--- src/nesc_regs.svh ---
// constants for the nand erase / reset / feature command controller
// assumes a 125 MHz system clock; included by the pin cycle, host and bench files
`ifndef NESC_REGS_SVH
`define NESC_REGS_SVH
// ==========================================================
// software register offsets (byte addresses)
`define NESC_REG_CTRL       8'h00
`define NESC_REG_ROW0       8'h04
`define NESC_REG_ROW1       8'h08
`define NESC_REG_FADDR      8'h0c
`define NESC_REG_FDATA      8'h10
`define NESC_REG_STATUS     8'h14
`define NESC_REG_CFG        8'h18
// status register fields
`define NESC_ST_BUSY        0
`define NESC_ST_DONE        1
`define NESC_ST_REFUSED     2
`define NESC_CFG_WP_RESET   1'b1
// ==========================================================
// command codes on the flash bus
`define NESC_CMD_ERASE_SETUP   8'h60
`define NESC_CMD_ERASE_CONFIRM 8'hd0
`define NESC_CMD_DUAL_QUEUE    8'hd1
`define NESC_CMD_RESET         8'hff
`define NESC_CMD_STATUS        8'h70
`define NESC_CMD_STATUS_ENH    8'h78
`define NESC_CMD_GET_FEAT      8'hee
`define NESC_CMD_SET_FEAT      8'hef
`define NESC_FEAT_DRIVE        8'h80
`define NESC_FEAT_PULLDOWN     8'h81
// ==========================================================
// row address layout: page, plane select, block
`define NESC_BLOCKS         2048
`define NESC_PAGES          64
`define NESC_PAGE_BITS      6
`define NESC_PLANE_BIT      6
`define NESC_BLOCK_BITS     11
`define NESC_ROW_W          18
`define NESC_ST_FAIL_BIT    0
`define NESC_ST_READY_BIT   6
// ==========================================================
// bus timing, least times rounded up to whole cycles
`define NESC_CLK_NS         8
`define NESC_T_WP_NS        12
`define NESC_T_WH_NS        10
`define NESC_T_ADL_NS       70
`define NESC_T_WB_NS        100
`define NESC_WP_CYC  ((`NESC_T_WP_NS + `NESC_CLK_NS - 1) / `NESC_CLK_NS)
`define NESC_WH_CYC  ((`NESC_T_WH_NS + `NESC_CLK_NS - 1) / `NESC_CLK_NS)
`define NESC_ADL_CYC ((`NESC_T_ADL_NS + `NESC_CLK_NS - 1) / `NESC_CLK_NS)
`define NESC_WB_CYC  ((`NESC_T_WB_NS + `NESC_CLK_NS - 1) / `NESC_CLK_NS)
`endif

--- src/nesc_pkg.sv ---
// types shared by the flash command controller files
// assumes nesc_regs.svh holds the numeric constants
package nesc_pkg;
  // software-visible operation codes
  typedef enum logic [2:0] {
    NESC_OP_NONE   = 3'h0,
    NESC_OP_ERASE1 = 3'h1,
    NESC_OP_ERASE2 = 3'h2,
    NESC_OP_RESET  = 3'h3,
    NESC_OP_GETF   = 3'h4,
    NESC_OP_SETF   = 3'h5,
    NESC_OP_STAT   = 3'h6,
    NESC_OP_STATE  = 3'h7
  } nesc_op_e;
  // kind of one step of a command sequence
  typedef enum logic [2:0] {
    K_CMD = 3'h0, K_ADDR = 3'h1, K_WDAT = 3'h2, K_RDAT = 3'h3,
    K_RSTAT = 3'h4, K_WAIT = 3'h5, K_END = 3'h6
  } nesc_kind_e;
  // sequencer states
  typedef enum logic [3:0] {
    S_IDLE  = 4'b0001,
    S_ISSUE = 4'b0010,
    S_XFER  = 4'b0100,
    S_WAIT  = 4'b1000
  } nesc_state_e;
  typedef struct packed {
    nesc_kind_e kind;
    logic [7:0] data;
  } nesc_step_s;
endpackage

--- src/nesc_pin_cycle.sv ---
// one flash bus cycle: command, address, data write or data read
// assumes io input is synchronous to i_clock and sampled at the end of re low
`timescale 1ns/1ns
`include "nesc_regs.svh"
module nesc_pin_cycle import nesc_pkg::*; #(
  parameter int WP_CYC  = `NESC_WP_CYC,
  parameter int WH_CYC  = `NESC_WH_CYC,
  parameter int ADL_CYC = `NESC_ADL_CYC
) (
  input  wire logic       i_clock,
  input  wire logic       i_rstn,
  input  wire logic       i_start,
  input  nesc_kind_e      i_kind,
  input  wire logic [7:0] i_byte,
  input  wire logic [7:0] i_io_in,
  output logic            o_done,
  output logic [7:0]      o_rbyte,
  output logic            o_cle,
  output logic            o_ale,
  output logic            o_we_n,
  output logic            o_re_n,
  output logic [7:0]      o_io_out,
  output logic            o_io_oe
);
  // ==========================================================
  // parameter check
  if (WP_CYC < 1 || WP_CYC > 255 || WH_CYC < 1 || WH_CYC > 255 ||
      ADL_CYC < 1 || ADL_CYC > 255) begin : g_bad
    $error("nesc_pin_cycle: phase counts must be 1..255");
  end

  logic       active_q;
  logic       high_q;
  logic [7:0] cnt_q;
  logic       write_q;
  logic       low_end;
  logic       is_wr;

  assign is_wr   = (i_kind == K_CMD) || (i_kind == K_ADDR) || (i_kind == K_WDAT);
  assign low_end = active_q && !high_q && (cnt_q == 8'h00);
  assign o_done  = active_q && high_q && (cnt_q == 8'h00);

  // ==========================================================
  // phase counter: strobe low phase, then recovery high phase
  always_ff @(posedge i_clock or negedge i_rstn) begin
    if (!i_rstn) begin
      active_q <= 1'b0;
      high_q   <= 1'b0;
      cnt_q    <= 8'h00;
      write_q  <= 1'b0;
    end else if (!active_q) begin
      if (i_start) begin
        active_q <= 1'b1;
        high_q   <= 1'b0;
        cnt_q    <= 8'(WP_CYC - 1);
        write_q  <= is_wr;
      end
    end else if (cnt_q != 8'h00) begin
      cnt_q <= cnt_q - 8'h01;
    end else if (!high_q) begin
      high_q <= 1'b1;
      // address-to-data gap is kept after every address cycle
      cnt_q  <= o_ale ? 8'(ADL_CYC - 1) : 8'(WH_CYC - 1);
    end else begin
      active_q <= 1'b0;
    end
  end

  // pins are flops so the flash never sees glitches
  always_ff @(posedge i_clock or negedge i_rstn) begin
    if (!i_rstn) begin
      o_cle    <= 1'b0;
      o_ale    <= 1'b0;
      o_we_n   <= 1'b1;
      o_re_n   <= 1'b1;
      o_io_out <= 8'h00;
      o_io_oe  <= 1'b0;
    end else if (!active_q && i_start) begin
      o_cle    <= (i_kind == K_CMD);
      o_ale    <= (i_kind == K_ADDR);
      o_we_n   <= !is_wr;
      o_re_n   <= is_wr;
      o_io_out <= i_byte;
      o_io_oe  <= is_wr;
    end else if (low_end) begin
      o_we_n <= 1'b1;
      o_re_n <= 1'b1;
    end else if (o_done) begin
      o_cle   <= 1'b0;
      o_ale   <= 1'b0;
      o_io_oe <= 1'b0;
    end
  end

  // read byte caught as re rises
  always_ff @(posedge i_clock or negedge i_rstn) begin
    if (!i_rstn) begin
      o_rbyte <= 8'h00;
    end else if (low_end && !write_q) begin
      o_rbyte <= i_io_in;
    end
  end
endmodule // nesc_pin_cycle

--- src/nesc_host.sv ---
// host-side sequencer for flash block erase, reset and feature commands
// assumes a software port with one-cycle strobes and a flash on the pins
//
// Design decision made here: the strobed register port.
`timescale 1ns/1ns
`include "nesc_regs.svh"
module nesc_host import nesc_pkg::*; #(
  parameter int PAGE_BITS  = `NESC_PAGE_BITS,
  parameter int BLOCK_BITS = `NESC_BLOCK_BITS,
  parameter int WB_CYC     = `NESC_WB_CYC
) (
  input  wire logic        i_clock,
  input  wire logic        i_rstn,
  input  wire logic [7:0]  i_addr,
  input  wire logic [31:0] i_wdata,
  input  wire logic        i_wr,
  input  wire logic        i_rd,
  output logic [31:0]      o_rdata,
  output logic             o_ce_n,
  output logic             o_cle,
  output logic             o_ale,
  output logic             o_we_n,
  output logic             o_re_n,
  output logic             o_wp_n,
  output logic [7:0]       o_io_out,
  output logic             o_io_oe,
  input  wire logic [7:0]  i_io_in,
  input  wire logic        i_ready_busy_n
);
  // ==========================================================
  // parameter check
  if ((1 << PAGE_BITS) != `NESC_PAGES || (1 << BLOCK_BITS) != `NESC_BLOCKS ||
      PAGE_BITS + 1 + BLOCK_BITS != `NESC_ROW_W || WB_CYC < 1 || WB_CYC > 255)
  begin : g_bad
    $error("nesc_host: row layout or wait count unsupported");
  end

  localparam int RW = `NESC_ROW_W;

  nesc_state_e   state_q;
  nesc_op_e      op_q;
  nesc_op_e      new_op;
  nesc_step_s    cur;
  logic [3:0]    step_q;
  logic [7:0]    wb_q;
  logic [RW-1:0] row0_q, row1_q, row0_eff, row1_eff;
  logic [7:0]    faddr_q, stat_q, rbyte, last_cmd_q;
  logic [31:0]   fdata_q, fdata_eff, cap_q;
  logic          done_q, refused_q, accept, cmd_wr, eng_start, eng_done;
  logic [2:0]    wcount_q;

  // ==========================================================
  // step decode helpers
  function automatic logic [7:0] row_byte(input logic [RW-1:0] r, input logic [1:0] i);
    case (i)
      2'h0:    row_byte = r[7:0];
      2'h1:    row_byte = r[15:8];
      default: row_byte = {6'h00, r[17:16]};
    endcase
  endfunction

  function automatic nesc_step_s mk(input nesc_kind_e k, input logic [7:0] d);
    mk.kind = k;
    mk.data = d;
  endfunction

  // one table drives every sequence, so ordering lives in one place
  function automatic nesc_step_s step_of(input nesc_op_e op, input logic [3:0] s,
      input logic [RW-1:0] r0, input logic [RW-1:0] r1, input logic [7:0] fa,
      input logic [31:0] fd);
    step_of = mk(K_END, 8'h00);
    case (op)
      NESC_OP_ERASE1, NESC_OP_ERASE2: begin
        case (s)
          4'h0, 4'h6:       step_of = mk(s == 4'h0 || op == NESC_OP_ERASE2 ?
                                         K_CMD : K_CMD, s == 4'h0 || op == NESC_OP_ERASE2
                                         ? `NESC_CMD_ERASE_SETUP : `NESC_CMD_STATUS);
          4'h1, 4'h2, 4'h3: step_of = mk(K_ADDR, row_byte(r0, 2'(s - 4'h1)));
          4'h4:             step_of = mk(K_CMD, op == NESC_OP_ERASE2 ?
                                         `NESC_CMD_DUAL_QUEUE : `NESC_CMD_ERASE_CONFIRM);
          4'h5, 4'hb:       step_of = mk(K_WAIT, 8'h00);
          4'h7:             step_of = mk(op == NESC_OP_ERASE2 ? K_ADDR : K_RSTAT,
                                         row_byte(r1, 2'h0));
          4'h8, 4'h9:       step_of = mk(op == NESC_OP_ERASE2 ? K_ADDR : K_END,
                                         row_byte(r1, 2'(s - 4'h7)));
          4'ha:             step_of = mk(op == NESC_OP_ERASE2 ? K_CMD : K_END,
                                         `NESC_CMD_ERASE_CONFIRM);
          4'hc:             step_of = mk(op == NESC_OP_ERASE2 ? K_CMD : K_END,
                                         `NESC_CMD_STATUS);
          4'hd:             step_of = mk(op == NESC_OP_ERASE2 ? K_RSTAT : K_END, 8'h00);
          default:          step_of = mk(K_END, 8'h00);
        endcase
      end
      NESC_OP_RESET: begin
        case (s)
          4'h0:    step_of = mk(K_CMD, `NESC_CMD_RESET);
          4'h1:    step_of = mk(K_WAIT, 8'h00);
          4'h2:    step_of = mk(K_CMD, `NESC_CMD_STATUS);
          4'h3:    step_of = mk(K_RSTAT, 8'h00);
          default: step_of = mk(K_END, 8'h00);
        endcase
      end
      NESC_OP_GETF, NESC_OP_SETF: begin
        if (s == 4'h0) begin
          step_of = mk(K_CMD, op == NESC_OP_GETF ? `NESC_CMD_GET_FEAT : `NESC_CMD_SET_FEAT);
        end else if (s == 4'h1) begin
          step_of = mk(K_ADDR, fa);
        end else if (op == NESC_OP_GETF) begin
          if (s == 4'h2) step_of = mk(K_WAIT, 8'h00);
          else if (s <= 4'h6) step_of = mk(K_RDAT, 8'h00);
        end else begin
          if (s <= 4'h5) step_of = mk(K_WDAT, fd[8*(2'(s - 4'h2)) +: 8]);
          else if (s == 4'h6) step_of = mk(K_WAIT, 8'h00);
        end
      end
      NESC_OP_STAT, NESC_OP_STATE: begin
        if (s == 4'h0) begin
          step_of = mk(K_CMD, op == NESC_OP_STAT ? `NESC_CMD_STATUS : `NESC_CMD_STATUS_ENH);
        end else if (op == NESC_OP_STATE && s <= 4'h3) begin
          step_of = mk(K_ADDR, row_byte(r0, 2'(s - 4'h1)));
        end else if (s == (op == NESC_OP_STAT ? 4'h1 : 4'h4)) begin
          step_of = mk(K_RSTAT, 8'h00);
        end
      end
      default: step_of = mk(K_END, 8'h00);
    endcase
  endfunction

  // ==========================================================
  // address shaping: page bits go out untouched, plane bit forced for dual-plane erase
  always_comb begin
    row0_eff = row0_q;
    row1_eff = row1_q;
    if (op_q == NESC_OP_ERASE2) begin
      row0_eff[`NESC_PLANE_BIT] = 1'b0;
      row1_eff[`NESC_PLANE_BIT] = 1'b1;
    end
    // known feature slots carry only two live bits
    fdata_eff = fdata_q;
    if (faddr_q == `NESC_FEAT_DRIVE || faddr_q == `NESC_FEAT_PULLDOWN)
      fdata_eff = {30'h0, fdata_q[1:0]};
  end

  assign cur    = step_of(op_q, step_q, row0_eff, row1_eff, faddr_q, fdata_eff);
  assign cmd_wr = i_wr && (i_addr == `NESC_REG_CTRL);
  assign new_op = nesc_op_e'(i_wdata[2:0]);
  // only a reset may break into a busy wait
  assign accept = cmd_wr && (new_op != NESC_OP_NONE) && ((state_q == S_IDLE) ||
                  (state_q == S_WAIT && new_op == NESC_OP_RESET));
  assign eng_start = (state_q == S_ISSUE) && (cur.kind != K_WAIT) && (cur.kind != K_END);

  // ==========================================================
  // sequencer
  always_ff @(posedge i_clock or negedge i_rstn) begin
    if (!i_rstn) begin
      state_q <= S_IDLE;
      op_q    <= NESC_OP_NONE;
      step_q  <= 4'h0;
      wb_q    <= 8'h00;
    end else if (accept) begin
      op_q    <= new_op;
      step_q  <= 4'h0;
      state_q <= S_ISSUE;
    end else begin
      case (state_q)
        S_IDLE: state_q <= S_IDLE;
        S_ISSUE: begin
          if (cur.kind == K_END) state_q <= S_IDLE;
          else if (cur.kind == K_WAIT) begin
            state_q <= S_WAIT;
            wb_q    <= 8'(WB_CYC - 1);
          end else state_q <= S_XFER;
        end
        S_XFER: begin
          if (eng_done) begin
            step_q  <= step_q + 4'h1;
            state_q <= S_ISSUE;
          end
        end
        S_WAIT: begin
          // busy may rise late, so ready is trusted only after the gap
          if (wb_q != 8'h00) wb_q <= wb_q - 8'h01;
          else if (i_ready_busy_n) begin
            step_q  <= step_q + 4'h1;
            state_q <= S_ISSUE;
          end
        end
        default: state_q <= S_IDLE;
      endcase
    end
  end

  nesc_pin_cycle u_cycle (
    .i_clock  (i_clock),
    .i_rstn   (i_rstn),
    .i_start  (eng_start),
    .i_kind   (cur.kind),
    .i_byte   (cur.data),
    .i_io_in  (i_io_in),
    .o_done   (eng_done),
    .o_rbyte  (rbyte),
    .o_cle    (o_cle),
    .o_ale    (o_ale),
    .o_we_n   (o_we_n),
    .o_re_n   (o_re_n),
    .o_io_out (o_io_out),
    .o_io_oe  (o_io_oe)
  );

  // captured results: parameters shift in P1 first, status byte alone
  always_ff @(posedge i_clock or negedge i_rstn) begin
    if (!i_rstn) begin
      cap_q  <= 32'h0000_0000;
      stat_q <= 8'h00;
    end else if (state_q == S_XFER && eng_done) begin
      if (cur.kind == K_RDAT) cap_q <= {rbyte, cap_q[31:8]};
      if (cur.kind == K_RSTAT) stat_q <= rbyte;
    end
  end

  // done and refused flags; set and clear never share a cycle for done
  always_ff @(posedge i_clock or negedge i_rstn) begin
    if (!i_rstn) begin
      done_q    <= 1'b0;
      refused_q <= 1'b0;
    end else begin
      if (accept) done_q <= 1'b0;
      else if (state_q == S_ISSUE && cur.kind == K_END) done_q <= 1'b1;
      if (cmd_wr && !accept) refused_q <= 1'b1;
      else if (i_wr && i_addr == `NESC_REG_STATUS && i_wdata[`NESC_ST_REFUSED])
        refused_q <= 1'b0;
    end
  end

  // ==========================================================
  // software registers; chip enable held low after reset
  always_ff @(posedge i_clock or negedge i_rstn) begin
    if (!i_rstn) begin
      row0_q  <= '0;
      row1_q  <= '0;
      faddr_q <= 8'h00;
      fdata_q <= 32'h0000_0000;
      o_wp_n  <= `NESC_CFG_WP_RESET;
      o_ce_n  <= 1'b1;
    end else begin
      o_ce_n <= 1'b0;
      if (i_wr && i_addr == `NESC_REG_ROW0)  row0_q  <= i_wdata[RW-1:0];
      if (i_wr && i_addr == `NESC_REG_ROW1)  row1_q  <= i_wdata[RW-1:0];
      if (i_wr && i_addr == `NESC_REG_FADDR) faddr_q <= i_wdata[7:0];
      if (i_wr && i_addr == `NESC_REG_FDATA) fdata_q <= i_wdata;
      if (i_wr && i_addr == `NESC_REG_CFG)   o_wp_n  <= i_wdata[0];
    end
  end

  // read data one cycle after the strobe, zero elsewhere
  always_ff @(posedge i_clock or negedge i_rstn) begin
    if (!i_rstn) begin
      o_rdata <= 32'h0000_0000;
    end else if (i_rd) begin
      case (i_addr)
        `NESC_REG_CTRL:   o_rdata <= {29'h0, op_q};
        `NESC_REG_ROW0:   o_rdata <= {14'h0, row0_q};
        `NESC_REG_ROW1:   o_rdata <= {14'h0, row1_q};
        `NESC_REG_FADDR:  o_rdata <= {24'h0, faddr_q};
        `NESC_REG_FDATA:  o_rdata <= cap_q;
        `NESC_REG_STATUS: o_rdata <= {15'h0, i_ready_busy_n, stat_q, 5'h0, refused_q,
                                      done_q, state_q != S_IDLE};
        `NESC_REG_CFG:    o_rdata <= {31'h0, o_wp_n};
        default:          o_rdata <= 32'h0000_0000;
      endcase
    end else begin
      o_rdata <= 32'h0000_0000;
    end
  end

  // helpers for the checks
  always_ff @(posedge i_clock or negedge i_rstn) begin
    if (!i_rstn) begin
      last_cmd_q <= 8'h00;
      wcount_q   <= 3'h0;
    end else begin
      if (eng_start && cur.kind == K_CMD) last_cmd_q <= cur.data;
      if (accept) wcount_q <= 3'h0;
      else if (eng_start && cur.kind == K_WDAT) wcount_q <= wcount_q + 3'h1;
    end
  end
endmodule // nesc_host

--- config.mk ---
export PLATFORM = sky130hd
export DESIGN_NAME = nesc_host
export DESIGN_NICKNAME = d
export VERILOG_FILES = /design/src/nesc_pkg.sv /design/src/nesc_pin_cycle.sv /design/src/nesc_host.sv
export VERILOG_INCLUDE_DIRS = /design/src
export SDC_FILE = /design/constraint.sdc
export NUM_CORES = 1
export LEC_CHECK = 0
export BUFFER_PORTS_ARGS = -buffer_cell sky130_fd_sc_hd__buf_2
export CAP_MARGIN = 20
export CORE_MARGIN = 2
export CORE_UTILIZATION = 54
export CTS_CLUSTER_DIAMETER = 100
export CTS_CLUSTER_SIZE = 20
export DETAILED_ROUTE_END_ITERATION = 8
export PLACE_DENSITY = 0.77
export SETUP_SLACK_MARGIN = 0.5
export SLEW_MARGIN = 10
export SYNTH_ARGS = -nofsm -noshare
export SYNTH_HDL_FRONTEND = slang
export SYNTH_SLANG_ARGS = --single-unit
--- constraint.sdc ---
create_clock -name i_clock -period 2.67 [get_ports i_clock]
set_clock_uncertainty 0.05 [all_clocks]
set_input_delay 0.534 -clock i_clock [delete_from_list [all_inputs] [get_ports i_clock]]
set_output_delay 0.534 -clock i_clock [all_outputs]
set_load 0.05 [all_outputs]
Yosys cells after proc, flatten, opt, wreduce, memory -nomap -nowiden
Cells that the tools add are included.
Widths: inputs -> output; s select.
{"block": "classes", "add_sub_neg": 6, "n_mul": 0, "div_mod_pow": 0, "order_cmp": 3, "n_eq_ne": 54, "shifts": 1, "n_mux": 69, "n_bitwise": 2, "n_reduce_logical": 65}
{"op": "$pmux 32 s7", "count": 1}
{"op": "$pmux 11 s9", "count": 1}
{"op": "$mux 11", "count": 8}
{"op": "$pmux 11 s4", "count": 2}
{"op": "$mux 32", "count": 2}
{"op": "$mux 8", "count": 7}
{"op": "$mux 4", "count": 12}
{"op": "$pmux 8 s2", "count": 3}
{"op": "$shiftx 32x6->8", "count": 1}
{"op": "$eq 4x4->1 const B", "count": 7}
{"op": "$eq 8x5->1 const B", "count": 3}
{"op": "$logic_and 1x1->1", "count": 23}
{"op": "$mux 1", "count": 23}
{"op": "$eq 3x3->1 const B", "count": 7}
{"op": "$eq 4x3->1 const B", "count": 5}
{"op": "$mux 10", "count": 2}
{"op": "$ne 3x3->1 const B", "count": 6}
{"op": "$eq 8x4->1 const B", "count": 2}
{"op": "$eq 8x8->1 const B", "count": 2}
{"op": "$logic_not 8->1", "count": 2}
{"op": "$reduce_bool 8->1", "count": 2}
{"op": "$sub 8x1->8 const B", "count": 2}
{"op": "$eq 3x2->1 const B", "count": 5}
{"op": "$eq 4x2->1 const B", "count": 3}
{"op": "32 further kinds", "count": 69}
{"block": "word_totals", "register_bits": 203, "latchBits": 0, "ramBits": 0, "mem_bits_ro": 0, "output_inout_bits": 47, "n_memories": 0}

Longest topological paths before layout
Gate-level depths: netlist of the first run.
{"block": "logic_depth", "ltp_word": 15, "depth_mapped": 14, "ltp_nobuf": 9}

By module
A second synthesis of the first run with hierarchy kept.
{"block": "unflattened", "cells_unflattened": 878, "area_unflattened_um2": 9978.3}
{"module": "nesc_host", "instances": 1, "cells_each": 737, "area_each_um2": 8559.5, "seq_area_each_um2": 4282.9}
{"module": "nesc_pin_cycle", "instances": 1, "cells_each": 141, "area_each_um2": 1418.9, "seq_area_each_um2": 803.3}

Worst setup path after synthesis of the first run
No wires, ideal clock.
{"block": "synth_path", "path_type": "register -> register", "from": "register step_q[1]", "to": "register cap_q[0]", "setup_time_ns": 0.127, "arrival_ns": 2.728, "required_time_ns": 2.493, "slack_ns": -0.236, "path_stages_with_launch": 14, "path_buffers": 4, "synth_period_minus_slack_ns": 2.906, "cell_sequence": "dfrtp_1 clkbuf_1 inv_1 ha_1 buf_6 nor2_2 nand2_1 a21boi_1 o311a_4 nor2_2 and3_1 buf_4 buf_6 mux2_1"}
{"block": "synth_between", "elab_chain_len": 9, "word_cells_on_any_way": 38}
{"element": "start, declared", "line": "nesc_host.sv:44", "source": "logic [3:0] step_q;"}
{"element": "start signal, assigned", "line": "nesc_host.sv:176", "source": "step_q <= step_q + 4'h1;"}
{"element": "start signal, assigned", "line": "nesc_host.sv:184", "source": "step_q <= step_q + 4'h1;"}
{"element": "$le 4x3->1 or $eq 4x3->1 (tied branches)", "line": "nesc_host.sv:110, nesc_host.sv:74, nesc_host.sv:113"}
{"element": "$mux 11 or $mux 10 (tied branches)", "line": "nesc_host.sv:110, nesc_host.sv:113"}
{"element": "$mux 11 (on tied branches)", "line": "nesc_host.sv:109, nesc_host.sv:112"}
{"element": "$mux 11", "line": "nesc_host.sv:108", "source": "end else if (op == NESC_OP_GETF) begin"}
{"element": "$mux 11", "line": "nesc_host.sv:106", "source": "end else if (s == 4'h1) begin"}
{"element": "$mux 11", "line": "nesc_host.sv:104", "source": "if (s == 4'h0) begin"}
{"element": "$pmux 11 s4 (*)", "line": "nesc_host.sv:72", "source": "case (op)"}
{"element": "$eq 3x2->1 (*)", "line": "nesc_host.sv:216", "source": "if (cur.kind == K_RDAT) cap_q <= {rbyte, cap_q[31:8]};"}
{"element": "$reduce_and 2->1 (no line) (*)"}
{"element": "end signal, assigned", "line": "nesc_host.sv:216"}
{"element": "end, declared", "line": "nesc_host.sv:48", "source": "logic [31:0] fdata_q, fdata_eff, cap_q;"}
Mark *: on every way between the ends. The rest lies on a longest branch, timed or not.
A chain may end at the register's enable or synchronous reset.

Worst setup path after layout of the first run
{"block": "layout_path", "from": "register op_q[1]", "to": "register cap_q[11]"}
{"block": "layout_between", "elab_chain_len": 9, "word_cells_on_any_way": 27}
{"element": "start, declared", "line": "nesc_host.sv:41", "source": "nesc_op_e op_q;"}
{"element": "start signal, assigned", "line": "nesc_host.sv:161", "source": "op_q <= new_op;"}
{"element": "$eq 3x3->1", "line": "nesc_host.sv:72, nesc_host.sv:121"}
{"element": "$mux 3", "line": "nesc_host.sv:121", "source": "end else if (s == (op == NESC_OP_STAT ? 4'h1 : 4'h4)) begin"}
{"element": "$eq 4x3->1", "line": "nesc_host.sv:121"}
{"element": "$mux 10", "line": "nesc_host.sv:121"}
{"element": "$mux 11", "line": "nesc_host.sv:119", "source": "end else if (op == NESC_OP_STATE && s <= 4'h3) begin"}
{"element": "$mux 11", "line": "nesc_host.sv:117", "source": "if (s == 4'h0) begin"}
{"element": "$pmux 11 s4 (*)", "line": "nesc_host.sv:72"}
{"element": "$eq 3x2->1 (*)", "line": "nesc_host.sv:216"}
{"element": "$reduce_and 2->1 (no line) (*)"}
Marked as above.

==> impl_metrics.csv, run 1 <==
group,metric,value,unit
drt,vias_per_cell,6.16,
placed_design,dp_hpwl,20500,µm
drt,wl_per_cell,22.1,µm
floorplanning,io_pins,100,
setup_path,reg2reg_depth,8,
synth,ys_top_cells_by_area,"dfrtp_1 49%, mux2_2 10%, mux2_1 3.7%",
cts,clkLatencyLatePin,0.48,ns
power_and_ir_drop,p_leak,6.14,nW
timing,clock.fmax,0.365,GHz
timing,setup_viol,45,
timing,worst_pin_slew,0.723,ns
floorplanning,fp-row-count,49,
global_routing,grt_max_degree,64,
synth,synth_area_per_cell,11.2,µm²
outcome,outcome,"finished with violations",
placed_design,place_congestion,0.974,
drt,drcViolationCount,0,
synth,synthesis.area,10000,µm²
final_layout,drive_gt1_share,42.8,%
placed_design,port_buffers,99,
global_routing,use_met2,48.3,%
final_layout,nets,1171,
cts,cts-root-buf,"clkbuf_16",
synth,ys_warn_count,0,
drt,initialDrtViolationCount,924,
synth,synth_cells,894,
global_routing,overflow,0,
synth,yosysSeqAreaShare,50.7,%
setup_path,r2r_slack,-0.07,ns
placed_design,placed_area,11500,µm²
setup_path,setup.worst_path.start,"op_q[1]",
synth,synth_nets,957,
timing,maxSlewHeadroom,51.6,%
setup_path,crit_fanout,8,
synth,ys_types,87,
cts,clock-sinks,203,
drt,wirelength,29700,µm
final_layout,regArea,5090,µm²
final_layout,layout_common_cells,"194 x dfrtp_1, 121 x buf_4, 98 x buf_2",
final_layout,syn_to_final_growth,28.4,%
synth,synth.largest_area_cell,"dfrtp_1",
outcome,violations,"negative setup slack",
setup_path,r2r_start,"op_q[1]",
final_layout,multi_input_area,5150,µm²
synth,ys_ff_latch,203,
floorplanning,die_h,140,µm
global_routing,grt_usage,29.7,%
setup_path,worstSetupPathType,"reg -> reg",
floorplanning,die_area,19700,µm²
timing,slew_violations,0,
power_and_ir_drop,powerDensity,606,nW/µm²
setup_path,critPathLaunchType,"flip-flop",
final_layout,n_antenna_cell,0,
power_and_ir_drop,ir_worst_vdd,569,µV
cts,cts.clk_slew.worst_paths,0.09,ns
final_layout,instances_no_fill,1345,
synth,ys.flop_type,"dfrtp_1",
cts,cts_tree,"built",
cts,clockBufferDepth,3,
timing,min_period,2.74,ns
global_routing,grt_util_met3,4.14,%
setup_path,cp-end-kind,"flip-flop",
synth,synth_edf_count,0,
global_routing,grt_antenna_before_repair,0,
timing,post-route-period-util,102,%
synth,synth-async-reset-ratio,100,%
drt,num_vias,8287,
global_routing,grt_pass1_vias,8263,
floorplanning,start_util,55.4,%
min_path,hp-class,"in -> async",
placed_design,placed_cells,1274,
timing,layout_setup_ws,-0.0665,ns
floorplanning,core_area,18100,µm²
final_layout,layout.filler_cells,1280,
synth,synth_top_area_share,49.4,%
final_layout,final_common_cell,"dfrtp_1",
global_routing,grt_pass1_wl,46100,µm
cts,numCtsBuffers,14,
cts,h-tree-depth,1,
global_routing,use_met1,42.1,%
floorplanning,die_w,140,µm
job,cap_violations,0,
timing,rsz0062_at_grt,"yes",
global_routing,top_usage_layer,"met2",
drt,ant_nets,0,
drt,drt_pass1_iterations,8,
final_layout,design_area,12900,µm²
setup_path,worstReg2RegEnd,"cap_q[11]",
setup_path,cp_data_arrival_time,3.05,ns
setup_path,critPathRequiredTime,2.98,ns
timing,finalHoldViolations,0,
==> critical path: stages (launching register included) <==
cell,delay (ns)
dfrtp_1,0.60
nor3b_4,0.42
nand3b_1,0.17
a31o_4,0.28
o311a_4,0.14
nor2_4,0.20
and3_4,0.27
buf_12,0.17
mux2_4,0.32
==> state kept, by name, indices dropped and copies added (netlist names), 3 cells and up <==
register          count
state_q               4
row0_q               18
wb_q                  8
u_cycle.cnt_q         8
o_rdata              32
cap_q                32
u_cycle.o_rbyte       8
faddr_q               8
op_q                  3
u_cycle.o_io_out      8
step_q                4
fdata_q              32
row1_q               18
stat_q                8
==> routing by layer <==
metal,vias to the layer above,wire [µm]
met2,342,14100
met1,4141,12300
met5,-,0
met4,0,1080
li1,3725,-
met3,79,2210
==> cell families after synthesis <==
group	after synthesis	synth area share [%]
AO/OA/AOI/OAI	203	14.3
XOR/XNOR	12	1.20
adder cells (fa/ha/maj)	10	1.25
buffers and inverters	77	3.59
flip-flops	203	50.7
multiplexers	140	16.4
other	1	0.0374
AND/OR/NAND/NOR	248	12.5
==> what timing repair did <==
item                       in CTS  in global routing
pin swaps                      32                 32
gates cloned                    2                  1
setup endpoints to repair      88                 88
hold buffers                    0                  0
gates resized for setup        86                 44
buffers inserted               30                 14
==> power breakdown <==
part | internal, mW | switching (mW) | leakage (nW)
registers | 3.33 | 0.261 | 2.75
clock network | 1.01 | 1.07 | 0.199
logic | 1.01 | 1.12 | 3.19
total | 5.35 | 2.45 | 6.14
==> stage by stage <==
stage	power, mW	setup WS [ns]	utilization, %	hold slack, ns	TNS (ns)
after detailed placement	5.25	-0.125	63.6	0.425	-4.25
after global placement	5.21	-0.0858	63.6	0.417	-3.00
after global routing	8.14	-0.129	71.2	0.0244	-5.47
after floorplan	4.57	0.0674	-	0.188	0
final	7.80	-0.0665	71.2	0.00580	-1.81
after CTS	7.63	-0.0360	69.3	0.00988	-0.937
==> layout make-up <==
cell class	instances	area share (%)
clock inverters	3	0.291
clock buffers	21	2.92
multi-input cells	615	40.0
well taps	229	2.22
flip-flops and latches	203	39.5
inverters	24	0.738
repair buffers	250	14.3
==> cells in the mapped netlist, types with 4 or more instances <==
master,count
or4_1,4
mux4_2,6
nand4_1,8
a31oi_1,9
a22oi_1,23
o21ai_0,35
xor2_1,7
buf_6,6
a21oi_1,45
nor2b_1,10
nand3b_1,5
dfstp_2,5
ha_1,10
o31ai_1,7
o221ai_1,4
dfrtp_1,198
and2_1,4
a211oi_1,4
nor2_1,51
o211ai_1,7
nor3_1,15
nand2b_1,15
nand2_1,75
buf_4,5
a22o_1,4
mux2_2,91
o21bai_1,4
mux2_1,33
a222oi_1,10
mux2i_1,7
clkbuf_1,33
a32oi_1,4
buf_2,6
o21a_1,5
nand3_1,14
o22ai_1,5
inv_1,22
and3_1,22
==> how the worst max path moves through the flow <==
stage / endpoint / slack (ns)
finish: cap_q[11] / -0.07
global route: u_cycle.o_io_out[0] / -0.13
CTS: cap_q[8] / -0.04
detailed placement: cap_q[28] / -0.12
global placement: cap_q[29] / -0.09
floorplan: u_cycle.o_io_out[1] / 0.07
Power figures use the tool's default switching activity.
==> run 2: changes to the inputs <==
Settings changed: MAX_ROUTING_LAYER set to met4, SKIP_LAST_GASP set to 1.
==> run 2 against run 1 <==
The run still ends with negative setup slack left. Register-to-register slack about the same. Combinational power decreased by 7%. Final area decreased by 1.2%. Critical path type unchanged. Largest cell class unchanged. Via count decreased by 0.95%. Die area unchanged. Hold slack improved by 0.20 ns. Largest power group unchanged. Power decreased by 1.6%. Critical path depth increased by 2. Core utilization decreased by 0.85 points. Non-clock buffer count decreased by 16. Global-route usage increased by 0.32 points.
==> impl_metrics.csv, run 2 (synthesis results as in run 1) <==
group,metric,value,unit
floorplanning,start_util,55.4,%
timing,timing.hold.ws,0.209,ns
global_routing,grt_pass1_wl,45200,µm
min_path,hp-class,"in -> reg",
power_and_ir_drop,powerDensity,603,nW/µm²
drt,num_vias,8208,
timing,tns,-0.957,ns
floorplanning,io_pins,100,
placed_design,placed_cells,1267,
global_routing,grt_usage,30.1,%
power_and_ir_drop,p_leak,6.03,nW
final_layout,final_common_cell,"dfrtp_1",
final_layout,drive_gt1_share,42.6,%
timing,clock.fmax,0.367,GHz
setup_path,crit_top_cell,"nor2_4",
drt,wirelength,28700,µm
global_routing,overflow,0,
floorplanning,die_w,140,µm
setup_path,cp_data_arrival_time,3.04,ns
drt,vias_per_cell,6.17,
final_layout,layout_common_cells,"193 x dfrtp_1, 105 x buf_4, 98 x buf_2",
placed_design,port_buffers,99,
placed_design,pre_cts_ws,-0.179,ns
timing,slew_violations,0,
placed_design,place_congestion,1.01,
timing,min_period,2.72,ns
placed_design,placed_area,11500,µm²
drt,drt_pass1_iterations,7,
final_layout,n_antenna_cell,0,
cts,numCtsBuffers,14,
setup_path,critPathRequiredTime,2.98,ns
setup_path,slowest_delay,0.45,ns
floorplanning,die_h,140,µm
timing,setup_viol,32,
setup_path,path_cells,"buf_12 > clkinv_8 > ha_4 > nor2_4 > nand2_2 > a21boi_4 > o311a_4 > nor2_4 > and3_4 > mux2_4",
timing,rsz0062_at_grt,"yes",
setup_path,cp-end-kind,"flip-flop",
setup_path,critPathLaunchType,"flip-flop",
floorplanning,fp-row-count,49,
global_routing,grt_antenna_before_repair,0,
cts,cts.clk_slew.worst_paths,0.09,ns
global_routing,grt_pass1_vias,8173,
drt,ant_nets,0,
final_layout,design_area,12700,µm²
timing,post-route-period-util,102,%
final_layout,nets,1157,
cts,cts-root-buf,"clkbuf_16",
cts,clock-sinks,203,
cts,h-tree-depth,1,
floorplanning,core_area,18100,µm²
setup_path,crit_fanout,8,
cts,clockBufferDepth,3,
final_layout,syn_to_final_growth,26.9,%
drt,wl_per_cell,21.5,µm
final_layout,instances_no_fill,1331,
final_layout,reg_top3,"cap_q (32), fdata_q (32), o_rdata (32)",
setup_path,worstSetupPathType,"reg -> reg",
setup_path,crit_path_top_delay_cell,"dfrtp_2",
outcome,outcome,"finished with violations",
drt,drcViolationCount,0,
drt,initialDrtViolationCount,924,
placed_design,dp_hpwl,20200,µm
power_and_ir_drop,p_total,7.68,mW
timing,finalHoldViolations,0,
cts,clkLatencyLatePin,0.50,ns
outcome,violations,"negative setup slack",
global_routing,grt_max_degree,71,
job,cap_violations,0,
cts,cts_tree,"built",
timing,layout_setup_ws,-0.0541,ns
power_and_ir_drop,ir_worst_vdd,575,µV
final_layout,fin_util,70.4,%
floorplanning,die_area,19700,µm²
## run 2: changes by cell type in the layout (fill, tap and decap cells not counted), moves of 4 or more
cell	previous run	this run
buf_4	121	105
mux2_1	16	0
mux2_4	25	37
mux2_2	86	90
## run 2: cell type report
class	instances	area, µm²
timing repair buffer	234	1730
clock inverter	3	40.0
tap	229	287
multi-input combinational	617	5090
fill	1282	5360
clock buffer	21	377
inverter	24	105
sequential	203	5090
## run 2: path summary, 6_finish.rpt
kind | startpoint | to | slack [ns] | cells past startpoint
hold reg to reg | fdata_q[15] | fdata_q[15] | 0.45 | 1
max in group asynchronous | i_rstn | u_cycle.o_rbyte[1] | 1.52 | 3
min in group asynchronous | i_rstn | step_q[2] | 0.41 | 2
setup reg to reg | step_q[1] | cap_q[30] | -0.05 | 10
hold / removal | i_wdata[24] | fdata_q[24] | 0.21 | 2
setup / recovery | step_q[1] | cap_q[30] | -0.05 | 10
## run 2: timing repair
item	CTS	global route
buffers inserted	15	21
setup endpoints to repair	88	87
hold buffers	1	0
pin swaps	23	31
resized for setup	80	50
hold endpoints to repair	15	0
gates cloned	3	0
## run 2: critical path, delay by kind of cell (launching register included)
family	cells	cell delay, ns
multiplexers	1	0.32
buffers and inverters	2	0.18
flip-flops	1	0.45
AND/OR/NAND/NOR	4	0.84
AO/OA/AOI/OAI	2	0.56
adder cells (fa/ha/maj)	1	0.18
## run 2: metal layers
metal  routed length [µm]  up-vias  track usage (%)
met2                13700      352             47.3
met4                  955        0             8.88
li1                     -     3699                -
met3                 1980       64             4.34
met1                12000     4093             41.0
met5                    0        -                -
## run 2: where the power goes
part           internal [mW]  switching [mW]
clock                   1.01            1.08
combinational          0.941            1.04
sequential              3.33           0.268
